**src/pkg/sts_pkg.sv**
```systemverilog
package sts_pkg;

  // ----------------------------------------------------------------
  // clocking and time base
  // ----------------------------------------------------------------
  localparam int CLK_HZ = 50_000_000;
  localparam int PIX_HZ = 100_000;
  localparam int TICK_CYC = CLK_HZ / PIX_HZ;
  localparam int TICK_W = 9;
  localparam logic [TICK_W-1:0] TICK_LAST = TICK_W'(TICK_CYC - 1);
  localparam logic [TICK_W-1:0] TICK_RST = 9'h000;

  // ----------------------------------------------------------------
  // timestamp counters
  // ----------------------------------------------------------------
  localparam int TS_W = 32;
  localparam logic [TS_W-1:0] TS_RST = 32'h0000_0000;
  localparam logic [TS_W-1:0] TS_MAX = 32'hFFFF_FFFF;
  localparam int FRM_W = 16;
  localparam logic [FRM_W-1:0] FRAME_TICKS = 16'h0140;

  // ----------------------------------------------------------------
  // record header counter widths
  // ----------------------------------------------------------------
  localparam int REC_W = 18;
  localparam int EVC_W = 17;
  localparam int PIX_W = 24;
  localparam int DSC_W = 17;
  localparam int CNT_W = 24;

  // ----------------------------------------------------------------
  // event entry fields
  // ----------------------------------------------------------------
  localparam int CCD_W = 4;
  localparam int ROW_W = 10;
  localparam int COL_W = 10;
  localparam int PH_W = 12;
  localparam int OVC_W = 8;
  localparam int BIAS_W = 12;
  localparam int GRD_W = 8;

  // ----------------------------------------------------------------
  // word counts and stream geometry
  // ----------------------------------------------------------------
  localparam int WORD_W = 32;
  localparam int FIFO_D = 8;
  localparam int IDX_W = 3;
  localparam int BIT_W = 6;
  localparam logic [BIT_W-1:0] WORD_BITS = 6'h20;
  localparam logic [IDX_W-1:0] FNT_LAST = 3'h2;
  localparam logic [IDX_W-1:0] GRD_LAST = 3'h1;
  localparam logic [IDX_W-1:0] HDR_LAST_G = 3'h7;
  localparam logic [IDX_W-1:0] HDR_LAST_N = 3'h6;

  typedef enum logic [1:0] {SEQ_IDLE, SEQ_EVT, SEQ_HDR} sts_seq_e;

endpackage : sts_pkg

```
**src/sts_fifo.sv**
```systemverilog
`timescale 1ns/1ps
module sts_fifo #(
  parameter int W = 32,
  parameter int D = 8
) (
  input wire logic mclk, // system clock
  input wire logic resetn, // async reset, active low
  input wire logic in_valid, // write request
  output logic in_ready, // space available
  input wire logic [W-1:0] in_data, // write word
  output logic out_valid, // read word present
  input wire logic out_ready, // consumer takes word
  output logic [W-1:0] out_data // read word, registered
);

  localparam int AW = $clog2(D);

  typedef struct packed {
    logic [D-1:0][W-1:0] mem;
    logic [AW-1:0] wp;
    logic [AW-1:0] rp;
    logic [AW:0] cnt;
    logic ov;
    logic [W-1:0] od;
  } sts_fifo_s;

  sts_fifo_s q, n;
  logic push;
  logic pop;

  assign in_ready = (q.cnt != (AW+1)'(D));
  assign out_valid = q.ov;
  assign out_data = q.od;

  always_comb begin
    n = q;
    push = in_valid && in_ready;
    // output register refills whenever it is empty or being taken
    pop = (q.cnt != '0) && (!q.ov || out_ready);
    if (push) begin
      n.mem[q.wp] = in_data;
      n.wp = AW'(q.wp + 1'b1);
    end
    if (pop) begin
      n.od = q.mem[q.rp];
      n.rp = AW'(q.rp + 1'b1);
      n.ov = 1'b1;
    end else if (out_ready) begin
      n.ov = 1'b0;
    end
    n.cnt = (AW+1)'(q.cnt + {{AW{1'b0}}, push} - {{AW{1'b0}}, pop});
  end

  always_ff @(posedge mclk or negedge resetn) begin
    if (!resetn) begin
      q <= '0;
    end else begin
      q <= n;
    end
  end

endmodule : sts_fifo

```
**src/sts_timestamp.sv**
```systemverilog
// Function
// (RULE_01) frame pulse puts timestamp first in stream
// (RULE_02) timestamp counts pixel ticks since reset/wrap
// (RULE_03) run start samples the same counter
// (RULE_04) one pixel period resolution, 100 kHz
// (RULE_05) records indexed by run-relative record counts
// (RULE_06) block aligns timing to frame sync
// (RULE_07) master counter cleared only at power-up
// (RULE_08) free-running 32-bit master counter
// (RULE_09) rollover broadcasts slave reset pulse
// (RULE_10) slave side issues beginning-of-frame pulses
// (RULE_11) slave clears on sampled rollover pulse
// (RULE_12) header carries latched run start time
// (RULE_13) record number exceeds 130,000 records
// (RULE_14) event count holds at least 64K
// (RULE_15) count threshold pixels, bad-column, window discards
// (RULE_16) pulse-height discards span all CCD pixels
// (RULE_17) grade discard count, optional in telemetry
// (RULE_18) faint entry: ccd,row,col,3 ph,overclock,bias
// (RULE_19) graded entry: ccd,row,col,centre ph,grade
// (RULE_20) graded mode reuses faint header layout
// (RULE_21) row identifier kept for event timing
`timescale 1ns/1ps
module sts_timestamp (
  input wire logic mclk, // system clock, 50 MHz
  input wire logic resetn, // power-up reset, active low
  input wire logic frame_pulse, // science frame sync pin
  input wire logic link_ready, // interface unit accepts serial bits (pin)
  input wire logic run_start, // science run begins, one-cycle pulse
  input wire logic rec_end, // close record, emit header, pulse
  input wire logic grade_sel, // grade selection active
  input wire logic mode_graded, // 1 graded entries, 0 faint entries
  input wire logic evt_valid, // event offered
  input wire logic [sts_pkg::CCD_W-1:0] evt_ccd, // ccd identifier
  input wire logic [sts_pkg::ROW_W-1:0] evt_row, // summed row
  input wire logic [sts_pkg::COL_W-1:0] evt_col, // summed column
  input wire logic [sts_pkg::PH_W-1:0] evt_ph0, // left pulse height
  input wire logic [sts_pkg::PH_W-1:0] evt_ph1, // centre pulse height
  input wire logic [sts_pkg::PH_W-1:0] evt_ph2, // right pulse height
  input wire logic [sts_pkg::OVC_W-1:0] evt_ovc, // overclock level
  input wire logic [sts_pkg::BIAS_W-1:0] evt_bias, // spatial bias offset
  input wire logic [sts_pkg::GRD_W-1:0] evt_grade, // grade code
  input wire logic pix_above, // pixel over threshold, pulse
  input wire logic disc_badcol, // bad-column discard, pulse
  input wire logic disc_ph, // pulse-height discard, pulse
  input wire logic disc_grade, // grade discard, pulse
  input wire logic disc_window, // window discard, pulse
  output logic evt_ready, // event slot free
  output logic sdo, // serial science data, msb first
  output logic sdo_valid, // sdo carries a bit
  output logic slave_clear, // rollover broadcast pulse
  output logic bof, // beginning of ccd frame pulse
  output logic [sts_pkg::TS_W-1:0] ts_now, // master timestamp
  output logic [sts_pkg::TS_W-1:0] run_ts // latched run start time
);

  // ----------------------------------------------------------------
  // state
  // ----------------------------------------------------------------
  typedef struct packed {
    logic fp1;
    logic fp2;
    logic fp3;
    logic lr1;
    logic lr2;
    logic [sts_pkg::TICK_W-1:0] div;
    logic [sts_pkg::TS_W-1:0] ts;
    logic roll;
    logic [sts_pkg::TS_W-1:0] sl_ts;
    logic [sts_pkg::FRM_W-1:0] frm;
    logic bof;
    logic [sts_pkg::TS_W-1:0] run_ts;
    logic [sts_pkg::REC_W-1:0] rec;
    logic [sts_pkg::EVC_W-1:0] evc;
    logic [sts_pkg::PIX_W-1:0] pix;
    logic [sts_pkg::DSC_W-1:0] bad;
    logic [sts_pkg::PIX_W-1:0] phd;
    logic [sts_pkg::DSC_W-1:0] grd;
    logic [sts_pkg::DSC_W-1:0] win;
    logic stamp_pend;
    logic [sts_pkg::TS_W-1:0] stamp;
    logic hdr_pend;
    logic ev_full;
    logic ev_graded;
    logic [sts_pkg::CCD_W-1:0] ev_ccd;
    logic [sts_pkg::ROW_W-1:0] ev_row;
    logic [sts_pkg::COL_W-1:0] ev_col;
    logic [sts_pkg::PH_W-1:0] ev_ph0;
    logic [sts_pkg::PH_W-1:0] ev_ph1;
    logic [sts_pkg::PH_W-1:0] ev_ph2;
    logic [sts_pkg::OVC_W-1:0] ev_ovc;
    logic [sts_pkg::BIAS_W-1:0] ev_bias;
    logic [sts_pkg::GRD_W-1:0] ev_grade;
    sts_pkg::sts_seq_e st;
    logic [sts_pkg::IDX_W-1:0] idx;
    logic [sts_pkg::WORD_W-1:0] sh;
    logic [sts_pkg::BIT_W-1:0] bits;
    logic sdo;
    logic sdo_v;
    logic evt_rdy;
  } sts_st_s;

  sts_st_s q, n;
  logic tick_now;
  logic fp_edge;
  logic push_v;
  logic [sts_pkg::WORD_W-1:0] push_d;
  logic fifo_rdy;
  logic fifo_ov;
  logic [sts_pkg::WORD_W-1:0] fifo_od;
  logic fifo_take;
  logic hdr_done;
  logic [sts_pkg::IDX_W-1:0] hdr_last;
  logic [sts_pkg::IDX_W-1:0] evt_last;

  // ----------------------------------------------------------------
  // helpers
  // ----------------------------------------------------------------
  // counter step; an increment in the clearing cycle is kept
  function automatic logic [sts_pkg::CNT_W-1:0] cnt_nx(
    input logic [sts_pkg::CNT_W-1:0] v,
    input logic inc,
    input logic clr
  );
    logic [sts_pkg::CNT_W-1:0] one;
    one = {{(sts_pkg::CNT_W-1){1'b0}}, inc};
    return clr ? one : sts_pkg::CNT_W'(v + one);
  endfunction : cnt_nx

  function automatic logic [sts_pkg::WORD_W-1:0] evt_word(
    input sts_st_s s
  );
    logic [sts_pkg::WORD_W-1:0] w;
    w = '0;
    case (s.idx)
      3'h0: w = {s.ev_ccd, s.ev_row, s.ev_col, 8'h00};
      3'h1: w = s.ev_graded ? {s.ev_ph1, s.ev_grade, 12'h000}
                            : {s.ev_ph0, s.ev_ph1, 8'h00};
      3'h2: w = {s.ev_ph2, s.ev_ovc, s.ev_bias};
      default: w = '0;
    endcase
    return w;
  endfunction : evt_word

  // same layout for faint and graded records
  function automatic logic [sts_pkg::WORD_W-1:0] hdr_word(
    input sts_st_s s
  );
    logic [sts_pkg::WORD_W-1:0] w;
    w = '0;
    case (s.idx)
      3'h0: w = s.run_ts;
      3'h1: w = sts_pkg::WORD_W'(s.rec);
      3'h2: w = sts_pkg::WORD_W'(s.evc);
      3'h3: w = sts_pkg::WORD_W'(s.pix);
      3'h4: w = sts_pkg::WORD_W'(s.bad);
      3'h5: w = sts_pkg::WORD_W'(s.phd);
      3'h6: w = sts_pkg::WORD_W'(s.win);
      3'h7: w = sts_pkg::WORD_W'(s.grd);
      default: w = '0;
    endcase
    return w;
  endfunction : hdr_word

  // ----------------------------------------------------------------
  // output fifo
  // ----------------------------------------------------------------
  sts_fifo #(
    .W(sts_pkg::WORD_W),
    .D(sts_pkg::FIFO_D)
  ) u_fifo (
    .mclk(mclk),
    .resetn(resetn),
    .in_valid(push_v),
    .in_ready(fifo_rdy),
    .in_data(push_d),
    .out_valid(fifo_ov),
    .out_ready(fifo_take),
    .out_data(fifo_od)
  );

  assign fifo_take = (q.bits == '0);

  // ----------------------------------------------------------------
  // next state
  // ----------------------------------------------------------------
  always_comb begin
    n = q;
    push_v = 1'b0;
    push_d = '0;
    hdr_done = 1'b0;
    hdr_last = grade_sel ? sts_pkg::HDR_LAST_G : sts_pkg::HDR_LAST_N; // see RULE_17
    evt_last = q.ev_graded ? sts_pkg::GRD_LAST : sts_pkg::FNT_LAST;
    n.fp1 = frame_pulse;
    n.fp2 = q.fp1;
    n.fp3 = q.fp2;
    n.lr1 = link_ready;
    n.lr2 = q.lr1;
    fp_edge = q.fp2 && !q.fp3; // see RULE_06

    // pixel-rate tick, one per 500 system clocks
    tick_now = (q.div == sts_pkg::TICK_LAST); // see RULE_04
    n.div = tick_now ? sts_pkg::TICK_RST : sts_pkg::TICK_W'(q.div + 1'b1);

    // master counter: only power-up reset clears it
    n.roll = 1'b0;
    if (tick_now) begin
      if (q.ts == sts_pkg::TS_MAX) begin
        n.ts = sts_pkg::TS_RST; // see RULE_02
        n.roll = 1'b1; // see RULE_09
      end else begin
        n.ts = sts_pkg::TS_W'(q.ts + 1'b1); // see RULE_08
      end
    end

    // slave counter and frame timing
    n.bof = 1'b0;
    if (q.roll) begin
      n.sl_ts = sts_pkg::TS_RST; // see RULE_11
      n.frm = '0;
    end else if (tick_now) begin
      n.sl_ts = sts_pkg::TS_W'(q.sl_ts + 1'b1);
      n.frm = (q.frm == sts_pkg::FRAME_TICKS - 1'b1) ? '0
            : sts_pkg::FRM_W'(q.frm + 1'b1);
      n.bof = (q.frm == '0); // see RULE_10
    end

    // event capture
    if (evt_valid && q.evt_rdy) begin
      n.ev_full = 1'b1;
      n.ev_graded = mode_graded;
      n.ev_ccd = evt_ccd;
      n.ev_row = evt_row; // see RULE_21
      n.ev_col = evt_col;
      n.ev_ph0 = evt_ph0;
      n.ev_ph1 = evt_ph1;
      n.ev_ph2 = evt_ph2;
      n.ev_ovc = evt_ovc;
      n.ev_bias = evt_bias;
      n.ev_grade = evt_grade;
    end
    if (rec_end) begin
      n.hdr_pend = 1'b1;
    end

    // word sequencer; a pending stamp goes ahead of any other word
    if (q.stamp_pend) begin
      push_v = 1'b1;
      push_d = q.stamp; // see RULE_01
      if (fifo_rdy) begin
        n.stamp_pend = 1'b0;
      end
    end else begin
      case (q.st)
        sts_pkg::SEQ_IDLE: begin
          n.idx = '0;
          if (q.hdr_pend) begin
            n.st = sts_pkg::SEQ_HDR;
          end else if (q.ev_full) begin
            n.st = sts_pkg::SEQ_EVT;
          end
        end
        sts_pkg::SEQ_EVT: begin
          push_v = 1'b1;
          push_d = evt_word(q); // see RULE_18 RULE_19
          if (fifo_rdy) begin
            n.idx = sts_pkg::IDX_W'(q.idx + 1'b1);
            if (q.idx == evt_last) begin
              n.ev_full = 1'b0;
              n.st = sts_pkg::SEQ_IDLE;
            end
          end
        end
        sts_pkg::SEQ_HDR: begin
          push_v = 1'b1;
          push_d = hdr_word(q); // see RULE_12 RULE_20
          if (fifo_rdy) begin
            n.idx = sts_pkg::IDX_W'(q.idx + 1'b1);
            if (q.idx == hdr_last) begin
              hdr_done = 1'b1;
              n.hdr_pend = rec_end;
              n.st = sts_pkg::SEQ_IDLE;
            end
          end
        end
        default: begin
          n.st = sts_pkg::SEQ_IDLE;
        end
      endcase
    end
    // a new frame edge beats the clear of the previous stamp
    if (fp_edge) begin
      n.stamp = q.ts; // see RULE_01
      n.stamp_pend = 1'b1;
    end

    // record header counters, cleared as the header completes; the record number steps instead
    n.evc = sts_pkg::EVC_W'(cnt_nx(sts_pkg::CNT_W'(q.evc), evt_valid && q.evt_rdy,
                                   hdr_done)); // see RULE_14
    n.pix = sts_pkg::PIX_W'(cnt_nx(sts_pkg::CNT_W'(q.pix), pix_above, hdr_done)); // see RULE_15
    n.bad = sts_pkg::DSC_W'(cnt_nx(sts_pkg::CNT_W'(q.bad), disc_badcol, hdr_done)); // see RULE_15
    n.win = sts_pkg::DSC_W'(cnt_nx(sts_pkg::CNT_W'(q.win), disc_window, hdr_done)); // see RULE_15
    n.phd = sts_pkg::PIX_W'(cnt_nx(sts_pkg::CNT_W'(q.phd), disc_ph, hdr_done)); // see RULE_16
    n.grd = sts_pkg::DSC_W'(cnt_nx(sts_pkg::CNT_W'(q.grd), disc_grade, hdr_done)); // see RULE_17
    if (hdr_done) begin
      n.rec = sts_pkg::REC_W'(q.rec + 1'b1); // see RULE_05 RULE_13
    end
    // run start samples the same master counter
    if (run_start) begin
      n.run_ts = q.ts; // see RULE_03
      n.rec = '0; // see RULE_05
    end
    n.evt_rdy = !n.ev_full;

    // serialiser, stalls while the interface unit is not ready
    n.sdo_v = 1'b0;
    if (q.bits == '0) begin
      if (fifo_ov) begin
        n.sh = fifo_od;
        n.bits = sts_pkg::WORD_BITS;
      end
    end else if (q.lr2) begin
      n.sdo = q.sh[sts_pkg::WORD_W-1];
      n.sdo_v = 1'b1;
      n.sh = {q.sh[sts_pkg::WORD_W-2:0], 1'b0};
      n.bits = sts_pkg::BIT_W'(q.bits - 1'b1);
    end
  end

  always_ff @(posedge mclk or negedge resetn) begin
    if (!resetn) begin
      q <= '0; // see RULE_07
    end else begin
      q <= n;
    end
  end

  assign evt_ready = q.evt_rdy;
  assign sdo = q.sdo;
  assign sdo_valid = q.sdo_v;
  assign slave_clear = q.roll;
  assign bof = q.bof;
  assign ts_now = q.ts;
  assign run_ts = q.run_ts;
endmodule : sts_timestamp

```
**config.mk**
```make
export PLATFORM = sky130hd
export DESIGN_NAME = sts_timestamp
export DESIGN_NICKNAME = d
export VERILOG_FILES = /design/src/pkg/sts_pkg.sv /design/src/sts_fifo.sv /design/src/sts_timestamp.sv
export SDC_FILE = /design/constraint.sdc
export NUM_CORES = 1
export LEC_CHECK = 0
export BUFFER_PORTS_ARGS = -buffer_cell sky130_fd_sc_hd__clkbuf_2
export CAP_MARGIN = 20
export CORE_MARGIN = 2
export CORE_UTILIZATION = 50
export DETAILED_ROUTE_END_ITERATION = 16
export PLACE_DENSITY = 0.68
export SETUP_SLACK_MARGIN = 0.15
export SLEW_MARGIN = 20
export SYNTH_ARGS = -nofsm -noshare
export SYNTH_HDL_FRONTEND = slang
export SYNTH_SLANG_ARGS = --single-unit
```
**constraint.sdc**
```tcl
create_clock -name mclk -period 2.9 [get_ports mclk]
set_input_delay 0.58 -clock mclk [delete_from_list [all_inputs] [get_ports mclk]]
set_output_delay 0.58 -clock mclk [all_outputs]
set_load 0.005 [all_outputs]
```
==> Yosys cells after proc, flatten, opt, wreduce, memory -nomap -nowiden <==
Index checks and enable logic that the tools add are counted.
W data, S select, Z words.
{ "totals": {"rom_bits": 0, "latch_bits": 0, "n_memories": 0, "regBits": 731, "output_inout_bits": 69, "mem_bits_rw": 0} }
{ "classes": {"addsub": 17, "shift": 0, "reduce_logical": 24, "n_eq_ne": 21, "magnitude_cmp": 3, "mul": 0, "n_div": 0, "n_bitwise": 2, "mux": 60} }
{ "ops": {"columns": ["operator", "count"], "rows": [
  ["$bwmux W256", 1],
  ["$pmux W32 S8", 1],
  ["$mux W32", 5],
  ["$bmux W32 S3", 1],
  ["$demux W32 S3", 1],
  ["$pmux W32 S3", 1],
  ["$mux W90", 1],
  ["$mux W38", 2],
  ["$add A17 B1 Y17", 4],
  ["$mux W17", 4],
  ["$add A32 B1 Y32 const B", 2],
  ["$pmux W32 S2", 1],
  ["$mux W49", 1],
  ["$add A24 B1 Y24", 2],
  ["$mux W24", 2],
  ["$mux W48", 1],
  ["$mux W40", 1],
  ["$mux W18", 2],
  ["$mux W33", 1],
  ["$eq A32 B32 Y1 const B", 1],
  ["$mux W1", 22],
  ["$add A18 B1 Y18 const B", 1],
  ["$add A16 B1 Y16 const B", 1],
  ["$eq A16 B9 Y1 const B", 1],
  ["other kinds (40)", 67]
]} }

==> Longest topological paths before layout <==
{ "depth": {"depth_word": 8, "mapped_depth": 13} }

==> Cells and area by module <==
From an unflattened synthesis, not the netlist that was laid out.
{ "unflattened": {"hier_cells": 2859, "area_unflattened_um2": 33982.6} }
{ "by_module_without_submodules": {"columns": ["mod", "instances", "cells_per_inst", "seq_area_each_um2", "area_per_inst_um2"], "rows": [
  ["sts_timestamp", 1, 1900, 10009.6, 20069.2],
  ["sts_fifo", 1, 959, 7482.2, 13913.3]
]} }

==> Least setup slack after synthesis <==
No wires, ideal clock.
{ "synth_timing": {"kind": "register to register", "startpoint": "register q[3] in the netlist's numbering", "endpoint": "register u_fifo.q[35] in the netlist's numbering", "path_slack_ns": -0.210, "n_path_buf": 2, "arrival_time_ns": 2.987, "stages_incl_launch_ff": 14, "cell_sequence": "dfrtp_1 -> inv_1 -> ha_1 -> or3b_1 -> or3_1 -> a22oi_1 -> buf_2 -> buf_2 -> ha_1 -> inv_1 -> ha_1 -> inv_1 -> fa_1 -> xnor2_1"} }
{ "synth_rtl": {"columns": ["item", "line_no", "rtl"], "rows": [
  ["start: declaration", "sts_timestamp.sv:103", "sts_st_s q, n;"],
  ["start signal: assignment", "sts_timestamp.sv:334", "q <= n;"],
  ["end signal: assignment", "sts_fifo.sv:58", "q <= n;"],
  ["end: declaration", "sts_fifo.sv:27", "sts_fifo_s q, n;"]
]} }

==> Worst setup path after layout <==
{ "layout_timing": {"startpoint": "register q[41] in the netlist's numbering", "endpoint": "register u_fifo.q[207] in the netlist's numbering"} }
{ "layout_between": {"elab_chain_len": 5, "word_cells_on_any_way": 13, "cone_classes": "7 x eq/ne; 5 x mux; 1 x reduce/logical"} }
{ "layout_rtl": {"columns": ["item", "line_no", "rtl"], "rows": [
  ["$eq A3 B3 Y1 (tied with other cells)", "sts_timestamp.sv:151", "case (s.idx)"],
  ["$pmux W32 S8 or $pmux W32 S3 (tied branches)", "sts_timestamp.sv:151, sts_timestamp.sv:135", null],
  ["$pmux W32 S2 (*)", "sts_timestamp.sv:254", "case (q.st)"],
  ["$mux W32 (*)", "sts_timestamp.sv:247", "if (q.stamp_pend) begin"],
  ["$bwmux W256 (*)", "sts_fifo.sv:41", "n.mem[q.wp] = in_data;"]
]} }
Mark *: on every way between the ends. The rest lies on a longest branch, timed or not.
A chain may end at the register's enable or synchronous reset.

==> qor.yml <==
critical_path:
  cp.arrival_ps: 3320
  cp-start-kind: "flip-flop"
  cp.required_ps: 3370
  crit_fanout: 8
  cp-end-kind: "flip-flop"
  worstSetupPathType: "flip-flop to flip-flop"
placed_design:
  numPortBuffers: 170
  dp.cells: 3724
  place.gp.congestion: 0.898
  dpl.hpwl_mm: 59.0
  place_area_sq_um: 34900
logic_synthesis:
  asyncSetResetFlopFracSynth_pct: 100
  synth_cell_types: 75
  netlist_instances: 2809
  ys_ff_latch: 699
  synth_top_family_by_area: "multiplexers"
  syn-cell-area_sq_um: 32800
  synth-edff-count: 0
  yosys.area_share.simple_pct: 11.5
  synth-seq-area-share_pct: 53.3
  synthMuxAreaShare_pct: 17.6
  synth_ff_type: "dfrtp_1"
  syn_avg_cell_area_sq_um: 11.7
  synth_xor_area_share_pct: 3.71
  yosys_warnings: 0
  synth_adder_area_share_pct: 1.43
  synth_compound_area_share_pct: 8.63
  syn-num-nets: 2948
min_path:
  hp-class: "primary input to flip-flop"
global_routing:
  grt_max_degree: 121
  met3_usage_pct: 4.55
  met1_usage_pct: 35.3
  grt_pass1_vias: 23413
  antenna_found_initial: 0
  grt_overflow: 0
  grt_busiest_layer: "met2"
  grtUsageMet2_pct: 40.9
  grt_pass1_wl_mm: 135
  track_usage_pct: 25.6
timing:
  fin_tns_setup_ps: 0
  fmax_mhz: 351
  rsz0062_at_grt: "yes"
  worst_pin_slew_ps: 990
  finalClockSkew_ps: 26.4
  finalHoldViolations: 0
  setup-violations-final: 0
  slew_headroom_pct: 34.0
  finalCriticalPeriod_ps: 2850
  fin_crit_sh_pct: 98.4
  maxSlewViolCount: 0
job:
  cap_violations: 0
clock_network:
  clk_latency_ps: 620
  clk_path_buf_depth: 3
  ctsRootBufferMaster: "clkbuf_16"
  cts_tree: "built"
  cts_buffers: 74
  cts_sinks: 699
  path_clk_slew_ps: 60
  htreeDepth: 3
finish:
  area_growth_pct: 14.7
  fill_cells: 5266
  regArea_sq_um: 17500
  drive_gt1_share_pct: 29.4
  nNetsFinal: 3089
  instances_no_fill: 3859
  final_area_sq_um: 37600
  diodes: 0
  multiInputGateArea_sq_um: 14400
drt:
  drtIter0Drc: 2011
  wl_per_cell_um: 22.2
  drt-total-wl_mm: 85.7
  route.detailed.drc: 0
  antenna_left: 0
  firstDrtPassIters: 7
  vias_per_cell: 6.01
  vias: 23181
power_and_ir_drop:
  p_total_mw: 35.8
  power_density_nw_per_um2: 952
  power.leakage_nw: 17.2
  ir_drop_uv: 490
die:
  core_sq_um: 64700
  die_width_um: 260
  dieArea_sq_um: 67700
  start_util_pct: 50.7
  dieHeight_um: 260
  rows: 93
  ioPinCount: 171
outcome:
  status: "completed"
==> synth_stat cells (all sizes together) (3+ instances only) <==
master	count	share of area, %
a31oi	15	0.29
mux4	64	4.4
clkbuf	120	1.4
a21oi	103	1.6
o2bb2ai	3	0.080
or4	3	0.080
a221oi	11	0.29
a2bb2oi	9	0.24
mux2i	45	1.4
nor3	32	0.55
xor2	85	2.3
or2	4	0.076
and3	25	0.48
nand2b	10	0.19
a221o	4	0.12
a222oi	32	0.98
a32o	18	0.55
a22oi	52	1.2
dfrtp	699	53
inv	37	0.42
nor4	17	0.32
nor4b	3	0.12
and2	12	0.23
o21a	5	0.11
nand2	259	3.0
buf	105	2.1
xnor2	54	1.4
ha	36	1.4
nand4	42	0.80
or3	30	0.57
o21ai	114	1.7
nor2	227	2.6
mux2	344	12
o221ai	9	0.28
a22o	15	0.40
nand3	87	1.3
and4	21	0.56
a21o	6	0.14
o211ai	4	0.092
nor2b	17	0.32
==> repair_timing <==
action	4_1_cts	5_1_grt
setup buffers	1	3
endpoints found under the hold margin	30	0
pin swaps	4	14
resized for setup	17	36
hold buffers	1	0
endpoints found under the setup margin	91	158
==> state kept, by name, summed over array words and instances (netlist names) <==
name	cells
q	328
u_fifo.q	266
run_ts	32
ts_now	32
u_fifo.out_data	32
n	3
bof	1
evt_ready	1
sdo	1
sdo_valid	1
slave_clear	1
u_fifo.out_valid	1
==> layout by cell type, fill, tap and decap left out, drive strengths merged, types with 43 or more instances in the layout <==
master  instances
nor2          227
xnor2          54
nand3          87
clkbuf        277
o21ai         114
inv            43
dfrtp         699
nand2         259
a21oi         103
buf           120
mux2          344
xor2           85
a22oi          52
mux2i          45
mux4           64
==> report_power, final <==
part | leakage, nW | internal [mW] | switching, mW
registers | 9.21 | 12.6 | 2.04
clock network | 1.21 | 5.70 | 3.88
logic | 6.80 | 5.56 | 6.03
==> kinds of logic (layout without fill, tap and decap cells) <==
group,count (synthesis),count (layout)
simple gates,799,799
flops,699,699
mux,453,453
compound gates,419,419
buf+inv,263,458
xor+xnor,139,139
fa+ha+maj,37,37
==> worst max-delay path: stages, from the launching register on <==
cell,delay [ps]
dfrtp_1,400
buf_6,130
clkinvlp_4,130
ha_4,200
or4_4,590
nor3_4,150
a31oi_1,60
a222oi_1,690
buf_4,280
o21ai_1,80
==> cell type report <==
type | count | area share (%)
Clock buffer | 108 | 5.71
Timing Repair Buffer | 290 | 5.62
Multi-Input combinational cell | 1847 | 38.1
Inverter | 38 | 0.389
Clock inverter | 22 | 0.798
Tap cell | 855 | 2.84
Sequential cell | 699 | 46.5
==> final timing paths <==
path,startpoint,to,slack (ps),cells after the start
max,q[41]$_DFFE_PN0P_,u_fifo.q[207]$_DFFE_PN0P_,50,9
max in group asynchronous,resetn,q[239]$_DFF_PN0_,1370,3
min in group asynchronous,resetn,u_fifo.q[269]$_DFFE_PN0P_,500,2
min reg2reg,n[430]$_DFF_PN0_,n[429]$_DFF_PN0_,350,0
max reg2reg,q[41]$_DFFE_PN0P_,u_fifo.q[207]$_DFFE_PN0P_,50,9
min,frame_pulse,n[430]$_DFF_PN0_,80,1
==> per-stage QoR <==
step | setup slack [ps] | utilization, % | hold slack [ps]
after floorplan | 29.5 | - | 284
after global placement | 71.9 | 54.0 | 336
after detailed placement | 17.3 | 54.0 | 336
after CTS | 77.8 | 57.9 | 50.4
after global routing | -17.8 | 58.2 | 63.7
final | 47.7 | 58.2 | 81.6
==> layer usage <==
| layer | wire length [um] | vias to the layer above | share of wire, % |
|---|---|---|---|
| met4 | 2520 | 0 | 2.9 |
| met1 | 37200 | 11911 | 43 |
| met5 | 0 | - | 0 |
| met3 | 5340 | 149 | 6.2 |
| met2 | 40600 | 770 | 47 |
| li1 | - | 10351 | - |
(Power assumes the default switching activity.)
